$ cat src/hdl/usdp_pkg.sv
// Package with register map, field positions, reset values and sizes of the UART status/data port.
package usdp_pkg;

  // ---------------------------------------------------------------------------
  // Bus and register map
  // ---------------------------------------------------------------------------
  localparam int          USDP_ADDR_W    = 12;
  localparam logic [11:0] USDP_CTRL_OFF  = 12'h000;
  localparam logic [11:0] USDP_STAT_OFF  = 12'h004;
  localparam logic [11:0] USDP_DATA_OFF  = 12'h008;
  localparam logic [11:0] USDP_RXLV_OFF  = 12'h00c;
  localparam logic [11:0] USDP_TXLV_OFF  = 12'h010;
  localparam logic [11:0] USDP_ISTS_OFF  = 12'h01c;
  localparam logic [11:0] USDP_ICLR_OFF  = 12'h020;
  localparam logic [11:0] USDP_IEN_OFF   = 12'h024;

  // ---------------------------------------------------------------------------
  // Control register fields
  // ---------------------------------------------------------------------------
  localparam int          USDP_CTRL_TXEN = 0;
  localparam int          USDP_CTRL_PEN  = 1;
  localparam int          USDP_CTRL_SRST = 2;
  localparam logic [1:0]  USDP_CTRL_RST  = 2'h0;

  // ---------------------------------------------------------------------------
  // Status register fields
  // ---------------------------------------------------------------------------
  localparam int          USDP_ST_TXPEND = 7;
  localparam int          USDP_ST_RXPEND = 6;
  localparam int          USDP_ST_RUE    = 5;
  localparam int          USDP_ST_ROE    = 4;
  localparam int          USDP_ST_TOE    = 3;
  localparam int          USDP_ST_FE     = 2;
  localparam int          USDP_ST_PE     = 1;
  localparam int          USDP_ST_SE     = 0;
  localparam logic [5:0]  USDP_FLAG_RST  = 6'h00;

  // ---------------------------------------------------------------------------
  // Receive queue entry layout: byte plus per-character error bits
  // ---------------------------------------------------------------------------
  localparam int          USDP_ENT_W     = 12;
  localparam int          USDP_ENT_FE    = 8;
  localparam int          USDP_ENT_PE    = 9;
  localparam int          USDP_ENT_SE    = 10;
  localparam int          USDP_ENT_OVR   = 11;

  // ---------------------------------------------------------------------------
  // Interrupt status/enable layout
  // ---------------------------------------------------------------------------
  localparam int          USDP_IRQ_W     = 5;
  localparam int          USDP_IRQ_RXP   = 0;
  localparam int          USDP_IRQ_TXP   = 1;
  localparam int          USDP_IRQ_ROV   = 2;
  localparam int          USDP_IRQ_RUN   = 3;
  localparam int          USDP_IRQ_CERR  = 4;
  localparam logic [4:0]  USDP_IRQ_RST   = 5'h00;

  // ---------------------------------------------------------------------------
  // Queue sizes and threshold reset values
  // ---------------------------------------------------------------------------
  localparam int          USDP_PTR_W     = 5;
  localparam int          USDP_CNT_W     = 6;
  localparam logic [5:0]  USDP_DEPTH     = 6'h20;
  localparam logic [5:0]  USDP_RXLV_RST  = 6'h00;
  localparam logic [7:0]  USDP_TXLV_RST  = 8'h00;

endpackage

$ cat src/hdl/usdp_uart_status_and_data_port.sv
// UART status flags, byte data port, both character queues and the APB register slave.
//
// Register access over APB was chosen for this implementation.
`timescale 1ns/1ps

// Overview of operation
// - Status read clears the error flags it returned.
// - Pending flags ignore reads, follow queue conditions.
// - Bit 7 shows transmit interrupt pending.
// - Bit 6 shows receive interrupt pending.
// - Data read from empty queue sets underrun.
// - Character into full queue dropped, overrun set.
// - Overrun marked on last stored character.
// - Write into full transmit queue sets overrun.
// - Transmit overrun never raises an interrupt.
// - Bit 2 shows framing error per read.
// - Bit 1 parity error, zero when disabled.
// - Bit 0 shows unconfirmed start bit.
// - UART reset clears all six error flags.
// - Data port moves one byte per access.
// - Thresholds raise interrupts before empty or full.
// - Receive pending clears at or below trigger level.
// - No transmit queue writes while transmitter disabled.
module usdp_uart_status_and_data_port
  import usdp_pkg::*;
(
  input  wire logic        pclk,
  input  wire logic        presetn,
  input  wire logic        psel,
  input  wire logic        penable,
  input  wire logic        pwrite,
  input  wire logic [11:0] paddr,
  input  wire logic [31:0] pwdata,
  output logic      [31:0] prdata,
  output logic             pready,
  output logic             pslverr,
  input  wire logic        rx_char_valid,
  input  wire logic [7:0]  rx_char_data,
  input  wire logic        rx_char_frame_err,
  input  wire logic        rx_char_parity_err,
  input  wire logic        rx_char_start_err,
  output logic             tx_byte_valid,
  output logic      [7:0]  tx_byte_data,
  input  wire logic        tx_byte_ready,
  output logic             transmitter_enable,
  output logic             parity_enable,
  output logic             uart_irq
);

  // ---------------------------------------------------------------------------
  // Helper functions
  // ---------------------------------------------------------------------------
  // Sticky flag update in which a new event wins over a clear in the same cycle.
  function automatic logic [5:0] flag_upd(input logic [5:0] cur, input logic [5:0] set, input logic [5:0] clr);
    flag_upd = (cur & ~clr) | set;
  endfunction

  // Word address match against a register offset.
  function automatic logic hit(input logic [11:0] a, input logic [11:0] off);
    hit = (a[11:2] == off[11:2]);
  endfunction

  // ---------------------------------------------------------------------------
  // Declarations
  // ---------------------------------------------------------------------------
  logic [USDP_ENT_W-1:0] rx_mem [32];
  logic [7:0]            tx_mem [32];
  logic [31:0]           prdata_r,     prdata_nxt;
  logic                  pready_r,     pready_nxt;
  logic                  snap_empty_r, snap_empty_nxt;
  logic [1:0]            ctrl_r,       ctrl_nxt;
  logic [5:0]            rx_lvl_r,     rx_lvl_nxt;
  logic [7:0]            tx_lvl_r,     tx_lvl_nxt;
  logic [4:0]            irq_en_r,     irq_en_nxt;
  logic [4:0]            irq_sts_r,    irq_sts_nxt;
  logic                  irq_r,        irq_nxt;
  logic [5:0]            flags_r,      flags_nxt;
  logic                  rx_pend_r,    rx_pend_nxt;
  logic                  tx_pend_r,    tx_pend_nxt;
  logic [4:0]            rx_wr_r,      rx_wr_nxt;
  logic [4:0]            rx_rd_r,      rx_rd_nxt;
  logic [5:0]            rx_cnt_r,     rx_cnt_nxt;
  logic [4:0]            tx_wr_r,      tx_wr_nxt;
  logic [4:0]            tx_rd_r,      tx_rd_nxt;
  logic [5:0]            tx_cnt_r,     tx_cnt_nxt;
  logic                  txo_vld_r,    txo_vld_nxt;
  logic [7:0]            txo_dat_r,    txo_dat_nxt;
  logic                  setup, acc_done, wr_done, rd_done;
  logic                  soft_rst, stat_rd, data_rd, data_wr;
  logic                  rx_push, rx_drop, rx_pop, tx_push, tx_pop;
  logic [5:0]            flag_set, flag_clr;
  logic [7:0]            stat_val;
  logic [5:0]            tx_free;
  logic [4:0]            irq_ev;
  logic [USDP_ENT_W-1:0] rx_head;

  // ---------------------------------------------------------------------------
  // APB decode and register writes
  // ---------------------------------------------------------------------------
  // Read data is captured in the setup cycle so prdata comes from a flop; the
  // access cycle always completes with pready high, so no wait states occur.
  always_comb begin
    setup      = psel & ~penable;
    acc_done   = psel & penable & pready_r;
    wr_done    = acc_done & pwrite;
    rd_done    = acc_done & ~pwrite;
    soft_rst   = wr_done & hit(paddr, USDP_CTRL_OFF) & pwdata[USDP_CTRL_SRST];
    stat_rd    = rd_done & hit(paddr, USDP_STAT_OFF);
    data_rd    = rd_done & hit(paddr, USDP_DATA_OFF);
    data_wr    = wr_done & hit(paddr, USDP_DATA_OFF);
    tx_free    = USDP_DEPTH - tx_cnt_r;
    rx_head    = rx_mem[rx_rd_r];
    stat_val   = {tx_pend_r, rx_pend_r, flags_r[5:2], flags_r[USDP_ST_PE] & ctrl_r[USDP_CTRL_PEN],
                  flags_r[USDP_ST_SE]};
    prdata_nxt     = prdata_r;
    pready_nxt     = setup;
    snap_empty_nxt = snap_empty_r;
    ctrl_nxt       = ctrl_r;
    rx_lvl_nxt     = rx_lvl_r;
    tx_lvl_nxt     = tx_lvl_r;
    irq_en_nxt     = irq_en_r;
    if (setup && !pwrite) begin
      snap_empty_nxt = (rx_cnt_r == 6'h00);
      unique case (1'b1)
        hit(paddr, USDP_CTRL_OFF): prdata_nxt = {30'h0000_0000, ctrl_r};
        hit(paddr, USDP_STAT_OFF): prdata_nxt = {24'h00_0000, stat_val};
        hit(paddr, USDP_DATA_OFF): prdata_nxt = {24'h00_0000, rx_head[7:0]};
        hit(paddr, USDP_RXLV_OFF): prdata_nxt = {26'h000_0000, rx_cnt_r};
        hit(paddr, USDP_TXLV_OFF): prdata_nxt = {26'h000_0000, tx_free};
        hit(paddr, USDP_ISTS_OFF): prdata_nxt = {27'h000_0000, irq_sts_r};
        hit(paddr, USDP_IEN_OFF):  prdata_nxt = {27'h000_0000, irq_en_r};
        default:                   prdata_nxt = 32'h0000_0000;
      endcase
    end
    // A status write falls through here untouched, so no flag changes on it.
    if (wr_done) begin
      if (hit(paddr, USDP_CTRL_OFF)) begin
        ctrl_nxt = pwdata[1:0];
      end
      if (hit(paddr, USDP_RXLV_OFF)) begin
        rx_lvl_nxt = pwdata[5:0];
      end
      if (hit(paddr, USDP_TXLV_OFF)) begin
        tx_lvl_nxt = pwdata[7:0];
      end
      if (hit(paddr, USDP_IEN_OFF)) begin
        irq_en_nxt = pwdata[4:0];
      end
    end
  end

  always_ff @(posedge pclk or negedge presetn) begin
    if (!presetn) begin
      prdata_r     <= 32'h0000_0000;
      pready_r     <= 1'b0;
      snap_empty_r <= 1'b1;
      ctrl_r       <= USDP_CTRL_RST;
      rx_lvl_r     <= USDP_RXLV_RST;
      tx_lvl_r     <= USDP_TXLV_RST;
      irq_en_r     <= USDP_IRQ_RST;
    end else begin
      prdata_r     <= prdata_nxt;
      pready_r     <= pready_nxt;
      snap_empty_r <= snap_empty_nxt;
      ctrl_r       <= ctrl_nxt;
      rx_lvl_r     <= rx_lvl_nxt;
      tx_lvl_r     <= tx_lvl_nxt;
      irq_en_r     <= irq_en_nxt;
    end
  end

  // ---------------------------------------------------------------------------
  // Receive queue
  // ---------------------------------------------------------------------------
  // The full test uses the count before any pop of the same cycle, so a character
  // landing on a full queue is dropped even if software pops at that very edge.
  always_comb begin
    rx_push    = rx_char_valid & (rx_cnt_r != USDP_DEPTH);
    rx_drop    = rx_char_valid & (rx_cnt_r == USDP_DEPTH);
    rx_pop     = data_rd & ~snap_empty_r;
    rx_wr_nxt  = rx_push ? rx_wr_r + 5'h01 : rx_wr_r;
    rx_rd_nxt  = rx_pop ? rx_rd_r + 5'h01 : rx_rd_r;
    rx_cnt_nxt = rx_cnt_r + {5'h00, rx_push} - {5'h00, rx_pop};
    if (soft_rst) begin
      rx_wr_nxt  = 5'h00;
      rx_rd_nxt  = 5'h00;
      rx_cnt_nxt = 6'h00;
    end
  end

  // Storage has no reset; only the pointers define which entries are live.
  always_ff @(posedge pclk) begin
    if (rx_push) begin
      rx_mem[rx_wr_r] <= {1'b0, rx_char_start_err, rx_char_parity_err, rx_char_frame_err, rx_char_data};
    end else if (rx_drop) begin
      rx_mem[rx_wr_r - 5'h01][USDP_ENT_OVR] <= 1'b1;
    end
  end

  // ---------------------------------------------------------------------------
  // Transmit queue and output stage
  // ---------------------------------------------------------------------------
  always_comb begin
    tx_push     = data_wr & ctrl_r[USDP_CTRL_TXEN] & (tx_cnt_r != USDP_DEPTH);
    tx_pop      = (tx_cnt_r != 6'h00) & (~txo_vld_r | tx_byte_ready);
    tx_wr_nxt   = tx_push ? tx_wr_r + 5'h01 : tx_wr_r;
    tx_rd_nxt   = tx_pop ? tx_rd_r + 5'h01 : tx_rd_r;
    tx_cnt_nxt  = tx_cnt_r + {5'h00, tx_push} - {5'h00, tx_pop};
    txo_vld_nxt = tx_pop | (txo_vld_r & ~tx_byte_ready);
    txo_dat_nxt = tx_pop ? tx_mem[tx_rd_r] : txo_dat_r;
    if (soft_rst) begin
      tx_wr_nxt   = 5'h00;
      tx_rd_nxt   = 5'h00;
      tx_cnt_nxt  = 6'h00;
      txo_vld_nxt = 1'b0;
    end
  end

  always_ff @(posedge pclk) begin
    if (tx_push) begin
      tx_mem[tx_wr_r] <= pwdata[7:0];
    end
  end

  always_ff @(posedge pclk or negedge presetn) begin
    if (!presetn) begin
      rx_wr_r   <= 5'h00;
      rx_rd_r   <= 5'h00;
      rx_cnt_r  <= 6'h00;
      tx_wr_r   <= 5'h00;
      tx_rd_r   <= 5'h00;
      tx_cnt_r  <= 6'h00;
      txo_vld_r <= 1'b0;
      txo_dat_r <= 8'h00;
    end else begin
      rx_wr_r   <= rx_wr_nxt;
      rx_rd_r   <= rx_rd_nxt;
      rx_cnt_r  <= rx_cnt_nxt;
      tx_wr_r   <= tx_wr_nxt;
      tx_rd_r   <= tx_rd_nxt;
      tx_cnt_r  <= tx_cnt_nxt;
      txo_vld_r <= txo_vld_nxt;
      txo_dat_r <= txo_dat_nxt;
    end
  end

  // ---------------------------------------------------------------------------
  // Status flags
  // ---------------------------------------------------------------------------
  // Only the bits that the read actually returned are cleared; an error that
  // arrives between capture and completion survives for the next read.
  always_comb begin
    flag_set = 6'h00;
    flag_set[USDP_ST_RUE] = data_rd & snap_empty_r;
    flag_set[USDP_ST_ROE] = rx_drop | (rx_pop & rx_head[USDP_ENT_OVR]);
    flag_set[USDP_ST_TOE] = data_wr & ctrl_r[USDP_CTRL_TXEN] & (tx_cnt_r == USDP_DEPTH);
    flag_set[USDP_ST_FE]  = rx_pop & rx_head[USDP_ENT_FE];
    flag_set[USDP_ST_PE]  = rx_pop & rx_head[USDP_ENT_PE] & ctrl_r[USDP_CTRL_PEN];
    flag_set[USDP_ST_SE]  = rx_pop & rx_head[USDP_ENT_SE];
    flag_clr    = stat_rd ? prdata_r[5:0] : 6'h00;
    flags_nxt   = soft_rst ? USDP_FLAG_RST : flag_upd(flags_r, flag_set, flag_clr);
    rx_pend_nxt = (rx_cnt_nxt > rx_lvl_r);
    tx_pend_nxt = ({2'b00, tx_free} > {2'b00, tx_lvl_r}) | (tx_cnt_r == 6'h00);
    if (soft_rst) begin
      tx_pend_nxt = 1'b1;
    end
  end

  always_ff @(posedge pclk or negedge presetn) begin
    if (!presetn) begin
      flags_r   <= USDP_FLAG_RST;
      rx_pend_r <= 1'b0;
      tx_pend_r <= 1'b0;
    end else begin
      flags_r   <= flags_nxt;
      rx_pend_r <= rx_pend_nxt;
      tx_pend_r <= tx_pend_nxt;
    end
  end

  // ---------------------------------------------------------------------------
  // Interrupt status, clear and enable
  // ---------------------------------------------------------------------------
  // Transmit overrun is deliberately absent from the event vector.
  always_comb begin
    irq_ev = 5'h00;
    irq_ev[USDP_IRQ_RXP]  = rx_pend_nxt & ~rx_pend_r;
    irq_ev[USDP_IRQ_TXP]  = tx_pend_nxt & ~tx_pend_r;
    irq_ev[USDP_IRQ_ROV]  = rx_drop;
    irq_ev[USDP_IRQ_RUN]  = flag_set[USDP_ST_RUE];
    irq_ev[USDP_IRQ_CERR] = |flag_set[2:0];
    irq_sts_nxt = irq_sts_r | irq_ev;
    if (wr_done && hit(paddr, USDP_ICLR_OFF)) begin
      irq_sts_nxt = (irq_sts_r & ~pwdata[4:0]) | irq_ev;
    end
    irq_nxt = |(irq_sts_nxt & irq_en_nxt);
  end

  always_ff @(posedge pclk or negedge presetn) begin
    if (!presetn) begin
      irq_sts_r <= USDP_IRQ_RST;
      irq_r     <= 1'b0;
    end else begin
      irq_sts_r <= irq_sts_nxt;
      irq_r     <= irq_nxt;
    end
  end

  // ---------------------------------------------------------------------------
  // Outputs
  // ---------------------------------------------------------------------------
  assign prdata             = prdata_r;
  assign pready             = pready_r;
  assign pslverr            = 1'b0;
  assign tx_byte_valid      = txo_vld_r;
  assign tx_byte_data       = txo_dat_r;
  assign transmitter_enable = ctrl_r[USDP_CTRL_TXEN];
  assign parity_enable      = ctrl_r[USDP_CTRL_PEN];
  assign uart_irq           = irq_r;
endmodule
$ cat config.mk
export PLATFORM = sky130hd
export DESIGN_NAME = usdp_uart_status_and_data_port
export DESIGN_NICKNAME = d
export VERILOG_FILES = /design/src/hdl/usdp_pkg.sv /design/src/hdl/usdp_uart_status_and_data_port.sv
export SDC_FILE = /design/constraint.sdc
export NUM_CORES = 1
export LEC_CHECK = 0
export BUFFER_PORTS_ARGS = -buffer_cell sky130_fd_sc_hd__buf_4
export CAP_MARGIN = 20
export CORE_MARGIN = 10
export CORE_UTILIZATION = 44
export CTS_CLUSTER_SIZE = 8
export DETAILED_ROUTE_END_ITERATION = 16
export SLEW_MARGIN = 40
export SYNTH_ARGS = -nofsm -noshare
export SYNTH_HDL_FRONTEND = slang
export SYNTH_SLANG_ARGS = --single-unit
$ cat constraint.sdc
create_clock -name pclk -period 4.6 [get_ports pclk]
set_input_delay 0.69 -clock pclk [delete_from_list [all_inputs] [get_ports pclk]]
set_output_delay 0.69 -clock pclk [all_outputs]
set_load 0.02 [all_outputs]
==> PnR_summary.wiki <==
{| class="wikitable"
! Metric !! Value
|-
| Status || finished clean
|-
| Cell count after synthesis || 1597
|-
| Setup TNS || 0 ps
|-
| Path type of the worst setup path || in2reg
|-
| Longest Clk Path Bufs || 3
|-
| Worst clock skew || 32.04 ps
|-
| WHS Endpoint || pready
|-
| Drt first-iter violations || 1545
|-
| Pin count of the biggest net entering global routing || 68
|-
| Top cells by count, synth || 640 x edfxtp_1, 195 x mux4_2, 154 x nor2_1, 85 x dfrtp_1, 60 x nand2_1
|-
| Capturing element type of the critical path || flip-flop
|-
| Sequential fraction of the synthesis area || 0.7178
|-
| Layout cells sized above 1 || 0.2869
|-
| Fmax || 0.2269 GHz
|-
| Vias in the first global route || 15.99k
|-
| Worst reg2reg path depth || 22
|-
| Number of enable-type register cells in the synthesized netlist || 640
|-
| Count of H-tree levels built during CTS || 3
|-
| Die area || slightly below 80000 µm²
|-
| Final std cells w/o fill || approximately 2.7k
|-
| Clock tree from TritonCTS || done
|-
| Number of diodes || 0
|-
| Remaining antenna violation count || 0
|-
| TritonRoute pass-1 iters || 7
|-
| Setup repair after global routing missed its margin || false
|-
| Type of origin of the critical path || primary input
|-
| Leading register cell type out of synthesis || edfxtp_1
|-
| Relative max-transition margin || 0.4294
|-
| Area growth from synthesis to final layout || 16.84%
|-
| Synth Cell Area || 29770 µm²
|-
| Source-to-sink clock delay at the later pin of the worst-skew pair || 650 ps
|-
| Required time of the worst setup path || 5120 ps
|-
| Initial antenna violation count || 0
|-
| Start of the worst register-to-register path || rx_cnt_r[3]
|-
| Total clock sinks || 726
|-
| CTS buffer count || 100
|-
| Chip width || 280.1 µm
|-
| Worst-path maximum fanout || 2
|-
| Routability cong. || a little under 0.9
|-
| Setup-failing EPs final || 0
|-
| DRC viols || 0
|-
| Startpoint of the worst hold path || penable
|-
| Routed WL || 68.50 mm
|-
| Wire length of the first global-routing pass || 103.5 mm
|-
| Clock period minus final worst setup slack || 4406 ps
|-
| GR Layer Usage met1 || 0.2400
|-
| Clock slew seen by the registers of the worst setup and hold paths || 50 ps
|-
| Total track usage || 0.1767
|-
| Worst reg2reg endpoint || uart_irq
|-
| Slack of the worst reg-to-reg path || 340 ps
|-
| Cells after DPL || approximately 2.6k
|-
| Pre-CTS setup slack || -521.2 ps
|-
| Root buffer cell || clkbuf_16
|-
| Row Count || 95
|-
| Register bit count reported by yosys || roughly 730
|-
| Final hold slack || roughly 230 ps
|-
| Post-route fraction of the period consumed by the critical path || 0.9579
|-
| Cell type contributing the most total cell area after synthesis || edfxtp_1
|-
| Leakage power || 11.72 nW
|-
| Number of ports placed on the die boundary || 108
|-
| Class of the tightest hold or removal check || in2reg
|-
| Met3 track demand over resource in global routing || 0.03201
|-
| Ys async rst share || 0.1185
|-
| Core box area || 67160 µm²
|-
| Setup slack after layout || 193.6 ps
|-
| GRT met2 Usage || 0.2873
|-
| Worst-case vdd ir drop || 0.3525 mV
|-
| Synth warnings || 0
|-
| Highest-utilization routing layer at the global route stage || met2
|-
| Arrival time at the worst endpoint || just under 5000 ps
|-
| Hold violation total from the final report || 0
|-
| Vias || 15.20k
|-
| Cells on Worst Hold Path || 2
|-
| Most frequent cell after synthesis || edfxtp_1
|-
| Count of unique library cells instantiated by Yosys || 62
|-
| Congestion Overflow GR || 0
|-
| Number of nets in the layout || 1910
|-
| Ratio of total power to cell area || 518.0 nW/µm²
|-
| Initial Utilization || 0.4433
|-
| Die extent in y || around 280 µm
|-
| Post-synth top area share || 0.6455
|-
| Count of input and output buffers || 56
|-
| Detail-routed via count per cell || around 5.6
|-
| Worst-Margin Slew || 855.9 ps
|-
| Post-DP HPWL || between 40 and 50 mm
|-
| WL per Instance || between 20 and 30 µm
|-
| Largest cells by area after synthesis || edfxtp_1 65%, mux4_2 15%, dfrtp_1 7.1%, nor2_1 1.9%, ha_1 1.7%
|-
| Avg Inst Size Synth || 18.64 µm²
|-
| Number of maximum-capacitance violations || 0
|-
| Max-slew violation count || 0
|}
cells in the final DEF (no fill, tap or decap), drive strengths merged, types with 3 or more instances in the layout:
master	instances
o21a	4
a31oi	3
a21o	3
xnor2	15
clkbuf	148
clkinv	5
nand2	60
a21oi	23
ha	41
mux2i	22
o22ai	3
nand4	11
dfrtp	85
o22a	4
a22o	3
o31ai	3
or3	4
and3	6
nand3b	4
nor4	5
a22oi	10
nor2b	24
nor3	11
edfxtp	640
mux2	16
conb	25
buf	179
and2	5
nand3	22
mux4	195
a222oi	3
o21ai	22
xor2	15
inv	54
nor2	154
or4	5
stage by stage:
stage            util  area (µm²)  total power [mW]
4_1_cts        0.5177       34770             18.22
3_5_place_dp   0.4753       31920             11.49
5_1_grt        0.5180       34790             18.79
2_1_floorplan       -       29900             10.29
6_report       0.5180       34790             18.02
3_3_place_gp   0.4751       31910             11.40
what timing repair did:
item,in CTS,in global routing
buffers inserted,0,1
hold buffers,1,0
setup endpoints to repair,0,1
gates resized for setup,0,3
endpoints found under the hold margin,31,0
worst max-delay path: stages:
cell      delay [ps]
buf_4            110
or4_4            530
or4b_4           570
nor3_4           250
ha_4             170
inv_1             40
ha_1             260
a21o_1           160
a21oi_1          190
buf_4            140
xnor2_1          110
nor2_1            90
ha_1             310
a21o_1           180
a21oi_1          130
nor2b_1           60
o32a_1           320
a22o_1           250
a221oi_2         250
o221ai_2         120
layout make-up:
| type | count | area (µm²) |
|---|---|---|
| Timing Repair Buffer | 180 | 1383 |
| Inverter | 52 | 195.2 |
| Clock inverter | 7 | 155.1 |
| Clock buffer | 148 | 2683 |
| Tap cell | 873 | 1092 |
| Multi-Input combinational cell | 745 | 7894 |
| Fill cell | 5328 | 32370 |
| Sequential cell | 726 | 21390 |
state kept, by name, summed over array words and instances, names as in the netlist, 6 cells and up:
signal and count:
flags_r 6, prdata 8, rx_cnt_r 6, rx_lvl_r 6, rx_mem 384, tx_byte_data 8
tx_cnt_r 6, tx_lvl_r 8, tx_mem 256
layer usage:
metal  vias to the layer above  share of wire  wire, µm
li1                       6679              -         -
met1                      7984           0.43     29190
met2                       437           0.50     33950
met3                        96          0.054      3674
met4                         0          0.025      1683
met5                         -              0         0
how the worst max path moves through the flow:
| stage | startpoint | end | slack, ps | cells after the start |
|---|---|---|---|---|
| 2_1_floorplan | paddr[9] | uart_irq | -440 | 23 |
| 3_3_place_gp | paddr[9] | uart_irq | -480 | 22 |
| 3_5_place_dp | paddr[9] | uart_irq | -520 | 22 |
| 4_1_cts | paddr[9] | uart_irq | 170 | 22 |
| 5_1_grt | paddr[9] | uart_irq | 9 | 22 |
| 6_report | paddr[9] | uart_irq | 190 | 20 |
logic make-up (layout without fill, tap and decap cells):
family	after synthesis	count (layout)	synth area share
AO/OA/AOI/OAI	93	93	0.02059
flip-flops	726	726	0.7178
multiplexers	233	233	0.1610
XOR/XNOR	30	30	0.008826
AND/OR/NAND/NOR	321	321	0.05014
adder cells (fa/ha/maj)	43	43	0.01858
buffers and inverters	150	387	0.02295
other	1	25	0.0001260
where the power goes:
| group | internal [mW] | leakage, nW | total (mW) | switching (mW) |
|---|---|---|---|---|
| combinational | 1.51 | 3.53 | 3.36 | 1.84 |
| sequential | 7.62 | 6.84 | 7.97 | 0.356 |
| clock | 3.99 | 1.35 | 6.69 | 2.69 |
| total | 13.1 | 11.7 | 18.0 | 4.89 |
Power figures use the tool's default switching activity.
